<file path="config.mk">
export PLATFORM = sky130hd
export DESIGN_NAME = bbfhc_host
export DESIGN_NICKNAME = d
export VERILOG_FILES = /design/src/verilog/bbfhc_pkg.sv /design/src/verilog/bbfhc_cyc_if.sv /design/src/verilog/bbfhc_cycle_timer.sv /design/src/verilog/bbfhc_host.sv
export SDC_FILE = /design/constraint.sdc
export NUM_CORES = 1
export LEC_CHECK = 0
export BUFFER_PORTS_ARGS = -buffer_cell sky130_fd_sc_hd__buf_2
export CAP_MARGIN = 30
export CORE_ASPECT_RATIO = 1.1
export CORE_MARGIN = 5
export CORE_UTILIZATION = 49
export CTS_CLUSTER_SIZE = 40
export DETAILED_ROUTE_END_ITERATION = 10
export PLACE_DENSITY = 0.75
export SLEW_MARGIN = 20
export SYNTH_ARGS = -nofsm -noshare
export SYNTH_HDL_FRONTEND = slang
export SYNTH_SLANG_ARGS = --single-unit
</file>
<file path="constraint.sdc">
create_clock -name clk_sys -period 1.95 [get_ports clk_sys]
set_input_delay 0.39 -clock clk_sys [delete_from_list [all_inputs] [get_ports clk_sys]]
set_output_delay 0.39 -clock clk_sys [all_outputs]
set_load 0.02 [all_outputs]
</file>
<file path="src/verilog/bbfhc_pkg.sv">
package bbfhc_pkg;
    // ****************************************
    // command codes
    // ****************************************
    localparam logic [7:0] CMD_ERASE_SETUP = 8'h20;
    localparam logic [7:0] CMD_ERASE_CONFIRM = 8'hD0;
    localparam logic [7:0] CMD_PROG_SETUP = 8'h40;
    localparam logic [7:0] CMD_READ_ARRAY = 8'hFF;
    // ****************************************
    // operation codes of the host command port
    // ****************************************
    localparam logic [2:0] OP_READ = 3'h0;
    localparam logic [2:0] OP_ERASE = 3'h1;
    localparam logic [2:0] OP_PROGRAM = 3'h2;
    localparam logic [2:0] OP_READ_ARRAY = 3'h3;
    localparam logic [2:0] OP_IDENT = 3'h4;
    localparam logic [2:0] OP_RESET = 3'h5;
    // ****************************************
    // bus timing in ns and cycles at 100 MHz
    // ****************************************
    localparam int CLK_PERIOD_NS = 10;
    localparam int SETUP_NS = 20;
    localparam int STROBE_NS = 50;
    localparam int ACCESS_NS = 80;
    localparam int HOLD_NS = 20;
    localparam int RESET_NS = 100;
    localparam logic [7:0] SETUP_CYC = 8'((SETUP_NS + CLK_PERIOD_NS - 1) / CLK_PERIOD_NS);
    localparam logic [7:0] STROBE_CYC = 8'((STROBE_NS + CLK_PERIOD_NS - 1) / CLK_PERIOD_NS);
    localparam logic [7:0] ACCESS_CYC = 8'((ACCESS_NS + CLK_PERIOD_NS - 1) / CLK_PERIOD_NS + 1);
    localparam logic [7:0] HOLD_CYC = 8'((HOLD_NS + CLK_PERIOD_NS - 1) / CLK_PERIOD_NS);
    localparam logic [7:0] RESET_CYC = 8'((RESET_NS + CLK_PERIOD_NS - 1) / CLK_PERIOD_NS);
    // ****************************************
    // reset values of the pins
    // ****************************************
    localparam logic [19:0] ADDR_RST = 20'h00000;
    localparam logic [15:0] DATA_RST = 16'h0000;
endpackage
</file>
<file path="src/verilog/bbfhc_cyc_if.sv">
`timescale 1ns/1ps
// ****************************************
// one bus cycle request between sequencer and cycle timer
// ****************************************
interface bbfhc_cyc_if;
    logic start; // begin one bus cycle
    logic isWrite; // write cycle, else read
    logic done; // one-cycle pulse at end
    logic [15:0] rdData; // captured read data
    modport seq (output start, output isWrite, input done, input rdData);
    modport tim (input start, input isWrite, output done, output rdData);
endinterface

</file>
<file path="src/verilog/bbfhc_cycle_timer.sv">
`timescale 1ns/1ps
// ****************************************
// strobe timer: shapes one write or read cycle on the pins
// ****************************************
module bbfhc_cycle_timer
    import bbfhc_pkg::*;
(
    input wire logic clk_sys, // system clock
    input wire logic srst, // synchronous reset
    bbfhc_cyc_if.tim cyc, // request from sequencer
    input wire logic [15:0] dqInSync, // synchronised data pins
    output logic chipEnableN, // chip enable to pin logic
    output logic outEnableN, // output enable to pin logic
    output logic writeEnableN // write enable to pin logic
);
    typedef enum logic [1:0] {
        T_IDLE = 2'b00,
        T_SETUP = 2'b01,
        T_STROBE = 2'b10,
        T_HOLD = 2'b11
    } bbfhc_tstate_t;

    bbfhc_tstate_t state_q, state_d; // timer state
    logic [7:0] cnt_q, cnt_d; // phase counter
    logic wr_q, wr_d; // current cycle is a write
    logic [15:0] rd_q, rd_d; // captured read data
    logic done_q, done_d; // end-of-cycle pulse

    // ****************************************
    // next-state logic
    // ****************************************
    always_comb begin
        state_d = state_q;
        cnt_d = cnt_q;
        wr_d = wr_q;
        rd_d = rd_q;
        done_d = 1'b0;
        case (state_q)
            T_IDLE: begin
                // chip enable falls first, strobe follows after setup
                if (cyc.start) begin
                    wr_d = cyc.isWrite;
                    cnt_d = SETUP_CYC;
                    state_d = T_SETUP;
                end
            end
            T_SETUP: begin
                if (cnt_q <= 8'h01) begin
                    cnt_d = wr_q ? STROBE_CYC : ACCESS_CYC;
                    state_d = T_STROBE;
                end else begin
                    cnt_d = cnt_q - 8'h01;
                end
            end
            T_STROBE: begin
                if (cnt_q <= 8'h01) begin
                    // sample data at the end of access time
                    if (!wr_q) begin
                        rd_d = dqInSync;
                    end
                    cnt_d = HOLD_CYC;
                    state_d = T_HOLD;
                end else begin
                    cnt_d = cnt_q - 8'h01;
                end
            end
            T_HOLD: begin
                if (cnt_q <= 8'h01) begin
                    done_d = 1'b1;
                    state_d = T_IDLE;
                end else begin
                    cnt_d = cnt_q - 8'h01;
                end
            end
            default: begin
                state_d = T_IDLE;
            end
        endcase
    end

    // ****************************************
    // registers
    // ****************************************
    always_ff @(posedge clk_sys) begin
        if (srst) begin
            state_q <= T_IDLE;
            cnt_q <= 8'h00;
            wr_q <= 1'b0;
            rd_q <= DATA_RST;
            done_q <= 1'b0;
        end else begin
            state_q <= state_d;
            cnt_q <= cnt_d;
            wr_q <= wr_d;
            rd_q <= rd_d;
            done_q <= done_d;
        end
    end

    // pin levels decoded from timer state
    // write strobe rises while chip enable is still low
    assign chipEnableN = (state_q == T_IDLE);
    assign writeEnableN = !(wr_q && state_q == T_STROBE);
    assign outEnableN = !(!wr_q && state_q == T_STROBE);
    assign cyc.done = done_q;
    assign cyc.rdData = rd_q;
endmodule

</file>
<file path="src/verilog/bbfhc_host.sv">
`timescale 1ns/1ps
// ****************************************
// host controller driving a boot-block flash over its pins
// ****************************************
module bbfhc_host
    import bbfhc_pkg::*;
#(
    parameter int ADDR_W = 20 // address width incl. low byte address
)(
    input wire logic clk_sys, // system clock
    input wire logic srst, // synchronous reset
    input wire logic reqValid, // command request
    input wire logic [2:0] reqOp, // operation code
    input wire logic [ADDR_W-1:0] reqAddr, // byte or word address
    input wire logic [15:0] reqData, // program data
    input wire logic reqWide, // word mode, else byte mode
    input wire logic reqBoot, // target is the boot block
    input wire logic reqUnlockHv, // use unlock voltage, else protect pin
    output logic reqReady, // idle, may take request
    output logic rspValid, // one-cycle answer pulse
    output logic [15:0] rspData, // read data
    output logic rstPwdN, // reset_powerdown_n pin level
    output logic unlockHvEn, // raise reset pin to unlock_high_voltage
    output logic idVoltEn, // raise A9 to identifier_voltage
    output logic ceN, // chip enable, active low
    output logic oeN, // output enable, active low
    output logic weN, // write enable, active low
    output logic wpPin, // write protect level
    output logic byteN, // byte select, low for byte mode
    output logic [ADDR_W-2:0] addrOut, // address pins A0 upward
    output logic [15:0] dqOut, // data pins out; bit 15 is top_data_or_low_addr
    output logic [15:0] dqOe, // per-pin output enable
    input wire logic [15:0] dqIn // data pins in
);
    typedef enum logic [2:0] {
        S_IDLE = 3'b000,
        S_CMD1 = 3'b001,
        S_CMD2 = 3'b010,
        S_READ = 3'b011,
        S_RESET = 3'b100,
        S_DONE = 3'b101
    } bbfhc_state_t;

    bbfhc_cyc_if cyc(); // link to cycle timer
    logic [15:0] dqMeta_q, dqSync_q; // data pin synchroniser
    logic ceW, oeW, weW; // strobes from timer
    bbfhc_state_t state_q, state_d; // sequencer state
    logic [2:0] op_q, op_d; // latched operation
    logic [ADDR_W-1:0] addr_q, addr_d; // latched address
    logic [15:0] data_q, data_d; // latched data
    logic wide_q, wide_d; // latched width
    logic boot_q, boot_d; // latched boot target
    logic hv_q, hv_d; // latched unlock method
    logic [7:0] cnt_q, cnt_d; // reset counter
    logic start_q, start_d; // cycle start pulse
    logic isWr_q, isWr_d; // cycle direction
    logic [15:0] rsp_q, rsp_d; // answer data
    logic rv_q, rv_d; // answer pulse
    logic id_q, id_d; // identifier voltage on A9

    // ****************************************
    // pin synchroniser: first stage read only by second
    // ****************************************
    always_ff @(posedge clk_sys) begin
        dqMeta_q <= dqIn;
        dqSync_q <= dqMeta_q;
    end

    bbfhc_cycle_timer u_timer (
        .clk_sys(clk_sys),
        .srst(srst),
        .cyc(cyc.tim),
        .dqInSync(dqSync_q),
        .chipEnableN(ceW),
        .outEnableN(oeW),
        .writeEnableN(weW)
    );

    assign cyc.start = start_q;
    assign cyc.isWrite = isWr_q;

    // byte in the command lanes for a code
    function automatic logic [15:0] cmd_word(input logic [7:0] c);
        cmd_word = {8'h00, c}; // only low lanes carry commands
    endfunction

    // ****************************************
    // sequencer next state
    // ****************************************
    always_comb begin
        state_d = state_q;
        op_d = op_q;
        addr_d = addr_q;
        data_d = data_q;
        wide_d = wide_q;
        boot_d = boot_q;
        hv_d = hv_q;
        cnt_d = cnt_q;
        start_d = 1'b0;
        isWr_d = isWr_q;
        rsp_d = rsp_q;
        rv_d = 1'b0;
        id_d = id_q;
        case (state_q)
            S_IDLE: begin
                if (reqValid) begin
                    op_d = reqOp;
                    // identification clears all but the two lowest request address bits
                    addr_d = (reqOp == OP_IDENT) ? {{(ADDR_W-2){1'b0}}, reqAddr[1:0]} : reqAddr;
                    data_d = reqData;
                    wide_d = reqWide;
                    boot_d = reqBoot;
                    hv_d = reqUnlockHv;
                    case (reqOp)
                        OP_ERASE, OP_PROGRAM, OP_READ_ARRAY: begin
                            // every change goes through a command write
                            start_d = 1'b1;
                            isWr_d = 1'b1;
                            state_d = S_CMD1;
                        end
                        OP_READ, OP_IDENT: begin
                            id_d = (reqOp == OP_IDENT);
                            start_d = 1'b1;
                            isWr_d = 1'b0;
                            state_d = S_READ;
                        end
                        OP_RESET: begin
                            cnt_d = RESET_CYC;
                            state_d = S_RESET;
                        end
                        default: begin
                            rv_d = 1'b1;
                            state_d = S_IDLE;
                        end
                    endcase
                end
            end
            S_CMD1: begin
                // second cycle follows the setup directly
                if (cyc.done) begin
                    if (op_q == OP_READ_ARRAY) begin
                        state_d = S_DONE;
                    end else begin
                        start_d = 1'b1;
                        isWr_d = 1'b1;
                        state_d = S_CMD2;
                    end
                end
            end
            S_CMD2: begin
                // the device runs the algorithm itself
                if (cyc.done) begin
                    state_d = S_DONE;
                end
            end
            S_READ: begin
                if (cyc.done) begin
                    // byte mode returns only the low lanes
                    rsp_d = wide_q ? cyc.rdData : {8'h00, cyc.rdData[7:0]};
                    id_d = 1'b0;
                    state_d = S_DONE;
                end
            end
            S_RESET: begin
                if (cnt_q <= 8'h01) begin
                    state_d = S_DONE;
                end else begin
                    cnt_d = cnt_q - 8'h01;
                end
            end
            S_DONE: begin
                rv_d = 1'b1;
                state_d = S_IDLE;
            end
            default: begin
                state_d = S_IDLE;
            end
        endcase
    end

    always_ff @(posedge clk_sys) begin
        if (srst) begin
            state_q <= S_IDLE;
            op_q <= OP_READ;
            addr_q <= ADDR_RST[ADDR_W-1:0];
            data_q <= DATA_RST;
            wide_q <= 1'b1;
            boot_q <= 1'b0;
            hv_q <= 1'b0;
            cnt_q <= 8'h00;
            start_q <= 1'b0;
            isWr_q <= 1'b0;
            rsp_q <= DATA_RST;
            rv_q <= 1'b0;
            id_q <= 1'b0;
        end else begin
            state_q <= state_d;
            op_q <= op_d;
            addr_q <= addr_d;
            data_q <= data_d;
            wide_q <= wide_d;
            boot_q <= boot_d;
            hv_q <= hv_d;
            cnt_q <= cnt_d;
            start_q <= start_d;
            isWr_q <= isWr_d;
            rsp_q <= rsp_d;
            rv_q <= rv_d;
            id_q <= id_d;
        end
    end

    // ****************************************
    // pin drive, each output from a flip-flop
    // ****************************************
    logic [15:0] dqOut_d, dqOe_d; // next data pin drive
    logic unlock_d, wp_d; // next protect levels

    always_comb begin
        dqOut_d = DATA_RST;
        dqOe_d = 16'h0000;
        // low address bit rides on the top data pin in byte mode
        if (!wide_q) begin
            dqOut_d[15] = addr_q[0];
            dqOe_d[15] = 1'b1;
        end
        if (isWr_q && state_q != S_IDLE) begin
            if (state_q == S_CMD1) begin
                case (op_q)
                    OP_ERASE: dqOut_d[7:0] = CMD_ERASE_SETUP[7:0];
                    OP_PROGRAM: dqOut_d[7:0] = CMD_PROG_SETUP[7:0];
                    default: dqOut_d[7:0] = 8'(cmd_word(CMD_READ_ARRAY));
                endcase
                dqOe_d[7:0] = 8'hFF;
            end else if (op_q == OP_ERASE) begin
                dqOut_d[7:0] = 8'(cmd_word(CMD_ERASE_CONFIRM));
                dqOe_d[7:0] = 8'hFF;
            end else if (wide_q) begin
                dqOut_d = data_q;
                dqOe_d = 16'hFFFF;
            end else begin
                dqOut_d[7:0] = data_q[7:0];
                dqOe_d[7:0] = 8'hFF;
            end
        end
        // boot block unlock held through the second cycle
        unlock_d = boot_q && hv_q && (state_q == S_CMD1 || state_q == S_CMD2);
        wp_d = boot_q && !hv_q && (state_q == S_CMD1 || state_q == S_CMD2);
    end

    always_ff @(posedge clk_sys) begin
        if (srst) begin
            ceN <= 1'b1;
            oeN <= 1'b1;
            weN <= 1'b1;
            rstPwdN <= 1'b0;
            unlockHvEn <= 1'b0;
            idVoltEn <= 1'b0;
            wpPin <= 1'b0;
            byteN <= 1'b1;
            addrOut <= '0;
            dqOut <= DATA_RST;
            dqOe <= 16'h0000;
            reqReady <= 1'b0;
            rspValid <= 1'b0;
            rspData <= DATA_RST;
        end else begin
            // bus idle is standby; reset pin low in reset state
            ceN <= ceW;
            oeN <= oeW;
            weN <= weW;
            rstPwdN <= (state_q != S_RESET);
            unlockHvEn <= unlock_d;
            idVoltEn <= id_q;
            wpPin <= wp_d;
            byteN <= wide_q;
            addrOut <= wide_q ? addr_q[ADDR_W-2:0] : addr_q[ADDR_W-1:1];
            dqOut <= dqOut_d;
            dqOe <= dqOe_d;
            reqReady <= (state_d == S_IDLE) && !(reqValid && state_q == S_IDLE);
            rspValid <= rv_q;
            rspData <= rsp_q;
        end
    end
endmodule

</file>
==> results of run 1 <==
[final cells by class]
type                            count  share of cell area [%]
Clock buffer                       18                   5.163
Clock inverter                     14                   1.971
Inverter                           12                  0.5589
Multi-Input combinational cell    431                   31.21
Sequential cell                   197                   46.42
Tap cell                          188                   2.765
Timing Repair Buffer              174                   11.91
[repair_timing]
item,in CTS,in global routing
gates resized for setup,2,13
pin swaps,0,2
setup endpoints to repair,3,7
[per-layer routing]
layer,up-vias,wire [um]
met5,-,0
met4,0,509
met3,38,708
met2,175,7736
met1,2506,6069
li1,2659,-
[cells by family (layout without fill, tap and decap cells)]
group | count (synthesis) | in the layout | share of synthesized area [%]
AOI/OAI and AO/OA | 121 | 121 | 12.02
muxes | 35 | 35 | 5.123
DFF | 197 | 197 | 57.67
and+or+nand+nor | 263 | 263 | 19.06
xor gates and xnor gates | 4 | 4 | 0.5124
adders and majority gates | 8 | 8 | 1.464
buffers and inverters | 59 | 218 | 4.153
[layout by cell type, fill, tap and decap left out, types with 3 or more instances in the layout]
master	instances
dfxtp_1	195
buf_2	137
nand2_1	84
nor2_1	66
a21oi_1	45
mux2i_1	35
buf_4	33
nor2b_1	23
a22o_1	20
clkbuf_16	17
and3_1	16
nand3_1	14
nor3_1	13
a21o_1	12
inv_1	10
o21ai_0	10
a31oi_1	9
or2_2	6
ha_1	6
nand4_1	5
clkinv_4	5
nand2b_1	4
o31ai_1	4
or4_1	4
buf_12	4
nor4_1	3
a32o_1	3
nor3b_1	3
o21a_1	3
nand3b_1	3
inv_8	3
[state kept, by name, indices dropped and copies added, names as in the netlist, 2 cells and up]
| signal | flops |
|---|---|
| u_timer.state_q | 2 |
| u_timer.cnt_q | 8 |
| state_q | 3 |
| u_timer.cyc.rdData | 16 |
| rspData | 16 |
| dqOe | 3 |
| dqMeta_q | 16 |
| addr_q | 20 |
| dqSync_q | 16 |
| dqOut | 16 |
| data_q | 16 |
| addrOut | 19 |
| op_q | 3 |
| rsp_q | 16 |
| cnt_q | 8 |
[through the flow]
step / total power [mW] / area, um^2
final: 9.570 / 8507
after global placement: 5.993 / 7853
after CTS: 9.577 / 8462
after global routing: 10.03 / 8507
after floorplan: 5.523 / 6839
after detailed placement: 6.063 / 7853
[worst paths after layout]
path               startpoint                to  slack, ns
max          u_timer.cnt_q[6]  u_timer.cnt_q[2]       0.04
min                   dqIn[0]       dqMeta_q[0]       0.06
max reg2reg  u_timer.cnt_q[6]  u_timer.cnt_q[2]       0.04
min reg2reg       dqMeta_q[8]       dqSync_q[8]       0.33
[power by group through the flow]
stage,clock [mW],sequential (mW),combinational (mW)
after floorplan,0,4.51,1.02
after global placement,0,4.47,1.52
after detailed placement,0,4.49,1.57
after CTS,3.58,4.40,1.60
after global routing,3.78,4.43,1.82
final,3.51,4.40,1.66
==> summary.txt, run 1 <==
Setup path
  – CP bufs+invs: 1
  – Worst path cell trace: or3_4 -> or4_4 -> buf_4 -> o2bb2ai_1 -> a22o_1
  – Worst EP arrival: 2.23 ns
  – Crit path kind: reg -> reg
  – Critical Path Sink Type: register
  – Max stage delay on crit path: 0.50 ns
  – Max Fanout on Critical Path: 5
  – Max stage delay cell, worst path: or4_4
  – Reg2reg path depth: 5
  – Crit path depth: 5
  – CP required: 2.27 ns
  – Largest delay share family, worst path: simple AND/OR/NAND/NOR gates
  – Critical path launch point type: register

Global routing
  – Vias in the first global route: 5209
  – Largest net degree at the start of global routing: 36
  – Total grt overflow: 0
  – Busiest grt layer: met2
  – M3 GR Usage: 4.850%
  – Antenna violations before repair: 0
  – Gr usage total: 18.76%
  – GR Layer Usage met2: 31.44%
  – First-pass GRT wire length: 24.76 mm
  – GRT met1 Usage: 22.21%

Yosys
  – Netlist cell types: 60
  – Synth top area cells: dfxtp_1, mux2i_1, nand2_1
  – Seq/Total Area, Yosys: 57.67%
  – Top-area cell type share of the netlist area: 57.67%
  – EDFF count, synth: 0
  – Mapped Cells: 687
  – Post-synth ARST share: 0%
  – Post-synthesis register bit count: 197
  – Average cell area after synthesis: 9.955 um^2
  – Syn nets: 756
  – Top_reg_cell synth: dfxtp_1
  – Most common cell in the netlist: dfxtp_1
  – Synthesis warning total: 0
  – Top cells by count, synth: dfxtp_1, nand2_1, nor2_1, a21oi_1, mux2i_1
  – Area leader, netlist: dfxtp_1
  – Netlist Area Pre-Place: 6839 um^2

Finish
  – Layout area overhead: 24.39%
  – FILL cells: 1182
  – Area of the multi-input gates: 2655 um^2
  – Layout Utilization: 61.92%
  – Ratio of cells with drive above 1 in the final layout: 27.54%
  – FF+latch area: 3949 um^2
  – Layout Nets: 902
  – Final cell count without fillers: 1034
  – Antenna Cells: 0

Pwr
  – Clock power share: 36.6%
  – VDD IR max: 0.6212 mV
  – Cell area power density: 1125 nW/um^2
  – Pleak: 4.066 nW
  – Sequential Power Share: 46.0%
  – P_sw: 2.628 mW
  – Gate power share: 17.4%
  – Switching share of power: 27.46%
  – P_int: 6.942 mW

Die
  – Die H: 133.9 um
  – # rows: 45
  – # IOs: 138
  – Die width: 122.6 um
  – Die area: 16420 um^2
  – Placeable Area: 13740 um^2
  – Starting density of the core: 49.78%

Clock network
  – Root Buffer: clkbuf_16
  – Post-CTS Setup Inserts: 0
  – Sinks on Clock Net: 197
  – Total CTS buffers: 17
  – H-tree Lvls: 4
  – CTS tree: yes
  – Worst skew pair latency: 0.43 ns
  – Reg clk slew, reported paths: 0.07 ns
  – Hold buffer count at CTS: 0
  – Clk buf depth: 2

Drt
  – Post-route ant nets: 0
  – Routed vias/inst: 5.201
  – Iteration-0 DRC Markers: 340
  – WL/cell: 14.53 um
  – DR vias: 5378
  – Final WL: 15.02 mm
  – Drt first pass iters: 5
  – Drc violations: 0

Flow run
  – Maxcap violations: 0

Status
  – Outcome: complete, no violations

STA
  – Final setup TNS: 0 ns
  – Period utilisation layout: 97.89%
  – Final-report hold violation count: 0
  – Worst-Margin Slew: 0.5107 ns
  – Clk_skew: 0.005487 ns
  – Final Worst Setup Slack: 0.04120 ns
  – Hold slack final: 0.05644 ns
  – Slew HR: 65.95%
  – Fmax: 523.9 MHz
  – Minimum clock period: 1.909 ns
  – Slew Viols, Final: 0
  – Final setup violation count: 0

Worst hold path
  – Hold depth: 1
  – Hold Crit Class: in -> reg

Placement
  – Port Buf Inserts: 137
  – DP HPWL: 10.65 mm
  – Cell count after placement: 1001
  – Final GP Congestion: 0.9525
  – Setup WS pre-CTS: -0.05046 ns
No activity file was read; power rests on OpenSTA's default activity.
==> run 2: changes to the inputs <==
--- a/config.mk
+++ b/config.mk
@@ -8,7 +8,7 @@
 export BUFFER_PORTS_ARGS = -buffer_cell sky130_fd_sc_hd__buf_2
 export CAP_MARGIN = 30
 export CORE_ASPECT_RATIO = 1.1
-export CORE_MARGIN = 5
+export CORE_MARGIN = 2
 export CORE_UTILIZATION = 49
 export CTS_CLUSTER_SIZE = 40
 export DETAILED_ROUTE_END_ITERATION = 10
==> run 2 against run 1 <==
Compared with the run above: clock skew rose by 0.0076 ns; critical path depth rose by 1; worst hold slack improved by 0.0014 ns; maximum frequency rose by 2.3%; clock power down 7.4%; global-route usage up 1.3 points; clock-buffer cell count did not move; power decreased by 3.0%; sequential power is essentially flat; utilization decreased by 0.39 points; combinational power about the same; die area down 9.2%.
==> summary.txt, run 2 (synthesis results as in run 1) <==
Status
  – Outcome: complete, no violations

Global routing
  – Antenna violations before repair: 0
  – First-pass GRT wire length: 23.56 mm
  – Largest net degree at the start of global routing: 48
  – Total grt overflow: 0
  – Vias in the first global route: 5013
  – Gr usage total: 20.08%

Finish
  – Layout area overhead: 23.60%
  – Antenna Cells: 0
  – Largest register by flop count: addr_q
  – Layout Nets: 906
  – Max reg flops: 20
  – Cell area after layout: 8453 um^2
  – Commonest cells after routing, fill and taps aside: dfxtp_1, buf_2, nand2_1
  – Final cell count without fillers: 1037
  – Largest regs: addr_q x20, addrOut x19
  – Commonest non-fill, non-tap cell in the layout: dfxtp_1
  – Ratio of cells with drive above 1 in the final layout: 27.33%
  – Layout Utilization: 61.53%

STA
  – Period utilisation layout: 95.69%
  – Final setup violation count: 0
  – Final Worst Setup Slack: 0.08414 ns
  – Worst-Margin Slew: 0.6655 ns
  – Final-report hold violation count: 0
  – Fmax: 535.9 MHz
  – Slew Viols, Final: 0
  – Unrepaired setup endpoints after global routing: false
  – Slew HR: 55.39%
  – Clk_skew: 0.01310 ns
  – Minimum clock period: 1.866 ns

Clock network
  – CTS tree: yes
  – Reg clk slew, reported paths: 0.07 ns
  – Root Buffer: clkbuf_16
  – Sinks on Clock Net: 197
  – H-tree Lvls: 4
  – Clk buf depth: 2
  – Worst skew pair latency: 0.43 ns
  – Post-CTS Setup Inserts: 0
  – Hold buffer count at CTS: 0
  – Total CTS buffers: 17

Die
  – # IOs: 138
  – Die width: 116.6 um
  – Die area: 14920 um^2
  – # rows: 45
  – Placeable Area: 13740 um^2
  – Die H: 127.9 um
  – Starting density of the core: 49.78%

Pwr
  – Cell area power density: 1098 nW/um^2
  – P_sw: 2.621 mW
  – Pleak: 4.058 nW
  – Gate power share: 17.6%
  – Clock power share: 35.0%
  – P_int: 6.661 mW
  – Sequential Power Share: 47.3%
  – VDD IR max: 0.6617 mV
  – Switching share of power: 28.24%

Drt
  – Drt first pass iters: 5
  – Uppermost layer routed: met4
  – Iteration-0 DRC Markers: 287
  – Met3 WL: 595 um
  – M1 WL: 6.119 mm
  – Routed vias/inst: 5.131
  – Met2 Wirelength: 7.654 mm
  – Drc violations: 0
  – WL/cell: 14.16 um
  – DR vias: 5321
  – Post-route ant nets: 0
  – Final WL: 14.69 mm

Setup path
  – Worst R2R Start: cnt_q[0]
  – Reg2reg path depth: 6
  – Critical Path Sink Type: register
  – Worst EP arrival: 2.22 ns
  – Reg2reg setup slack: 0.08 ns
  – Reg-to-Reg End: cnt_q[6]
  – Crit path kind: reg -> reg
  – Critical path launch point type: register
  – Max Fanout on Critical Path: 4
  – CP required: 2.31 ns

Worst hold path
  – Hold Crit Class: in -> reg
  – Worst Hold Endpoint: dqMeta_q[11]
  – HP Start: dqIn[11]
  – Hold depth: 1

Placement
  – Cell count after placement: 1006
  – DP HPWL: 10.58 mm
  – Port Buf Inserts: 137
  – Placed inst area: 7878 um^2
  – Setup WS pre-CTS: -0.01434 ns
  – Final GP Congestion: 0.9006

Flow run
  – Maxcap violations: 0
run 2: cell count changes in the layout (fill, tap and decap cells not counted), sizes merged:
cell / before / now
bufinv: 2 / 0
buf: 174 / 178
inv: 17 / 18
run 2: how the worst max path moves through the flow:
| stage | start | to | slack, ns | depth (start not counted) |
|---|---|---|---|---|
| floorplan | cnt_q[0] | cnt_q[5] | 0.02 | 7 |
| global placement | cnt_q[0] | cnt_q[5] | 0.08 | 6 |
| detailed placement | cnt_q[0] | cnt_q[5] | -0.01 | 6 |
| CTS | cnt_q[0] | cnt_q[5] | 0.03 | 6 |
| global route | u_timer.cnt_q[6] | u_timer.cnt_q[2] | 0.009 | 5 |
| finish | cnt_q[0] | cnt_q[6] | 0.08 | 6 |
run 2: what timing repair did:
action,4_1_cts,5_1_grt
gates resized for setup,2,5
hold endpoints to repair,0,0
pin swaps,0,3
cloned,0,0
endpoints found under the setup margin,3,4
run 2: worst max-delay path: stages, from the launching register on:
cell     delay (ns)
dfxtp_2        0.34
inv_1          0.07
ha_2           0.18
inv_1          0.06
or4b_4         0.48
or4_1          0.53
a21oi_1        0.14
run 2: stage by stage:
| stage | power, mW | hold slack (ns) | setup TNS, ns |
|---|---|---|---|
| after floorplan | 5.523 | 0.3096 | 0 |
| after global placement | 6.039 | 0.3098 | 0 |
| after detailed placement | 6.093 | 0.3121 | -0.02329 |
| after CTS | 9.335 | 0.04246 | 0 |
| after global routing | 9.694 | 0.03933 | 0 |
| final | 9.282 | 0.05784 | 0 |
run 2: final cells by class:
type,instances,area (um^2)
clock buffers,18,439.2
clock inverters,13,117.6
fillers,1214,5285
inverters,12,45.04
multi-input cells,431,2636
flip-flops and latches,197,3946
well taps,188,235.2
repair buffers,178,1033
run 2: power by group through the flow:
stage	clock network (mW)	logic, mW	registers (mW)
after floorplan	0	1.02	4.51
after global placement	0	1.57	4.47
after detailed placement	0	1.61	4.48
after CTS	3.32	1.62	4.39
after global routing	3.48	1.79	4.42
final	3.25	1.64	4.39
run 2: routing by layer:
metal / vias to the layer above / global-route usage (%)
met3: 22 / 4.870
li1: 2664 / -
met2: 122 / 34.88
met4: 0 / 8.235
met1: 2513 / 23.63
met5: - / 0
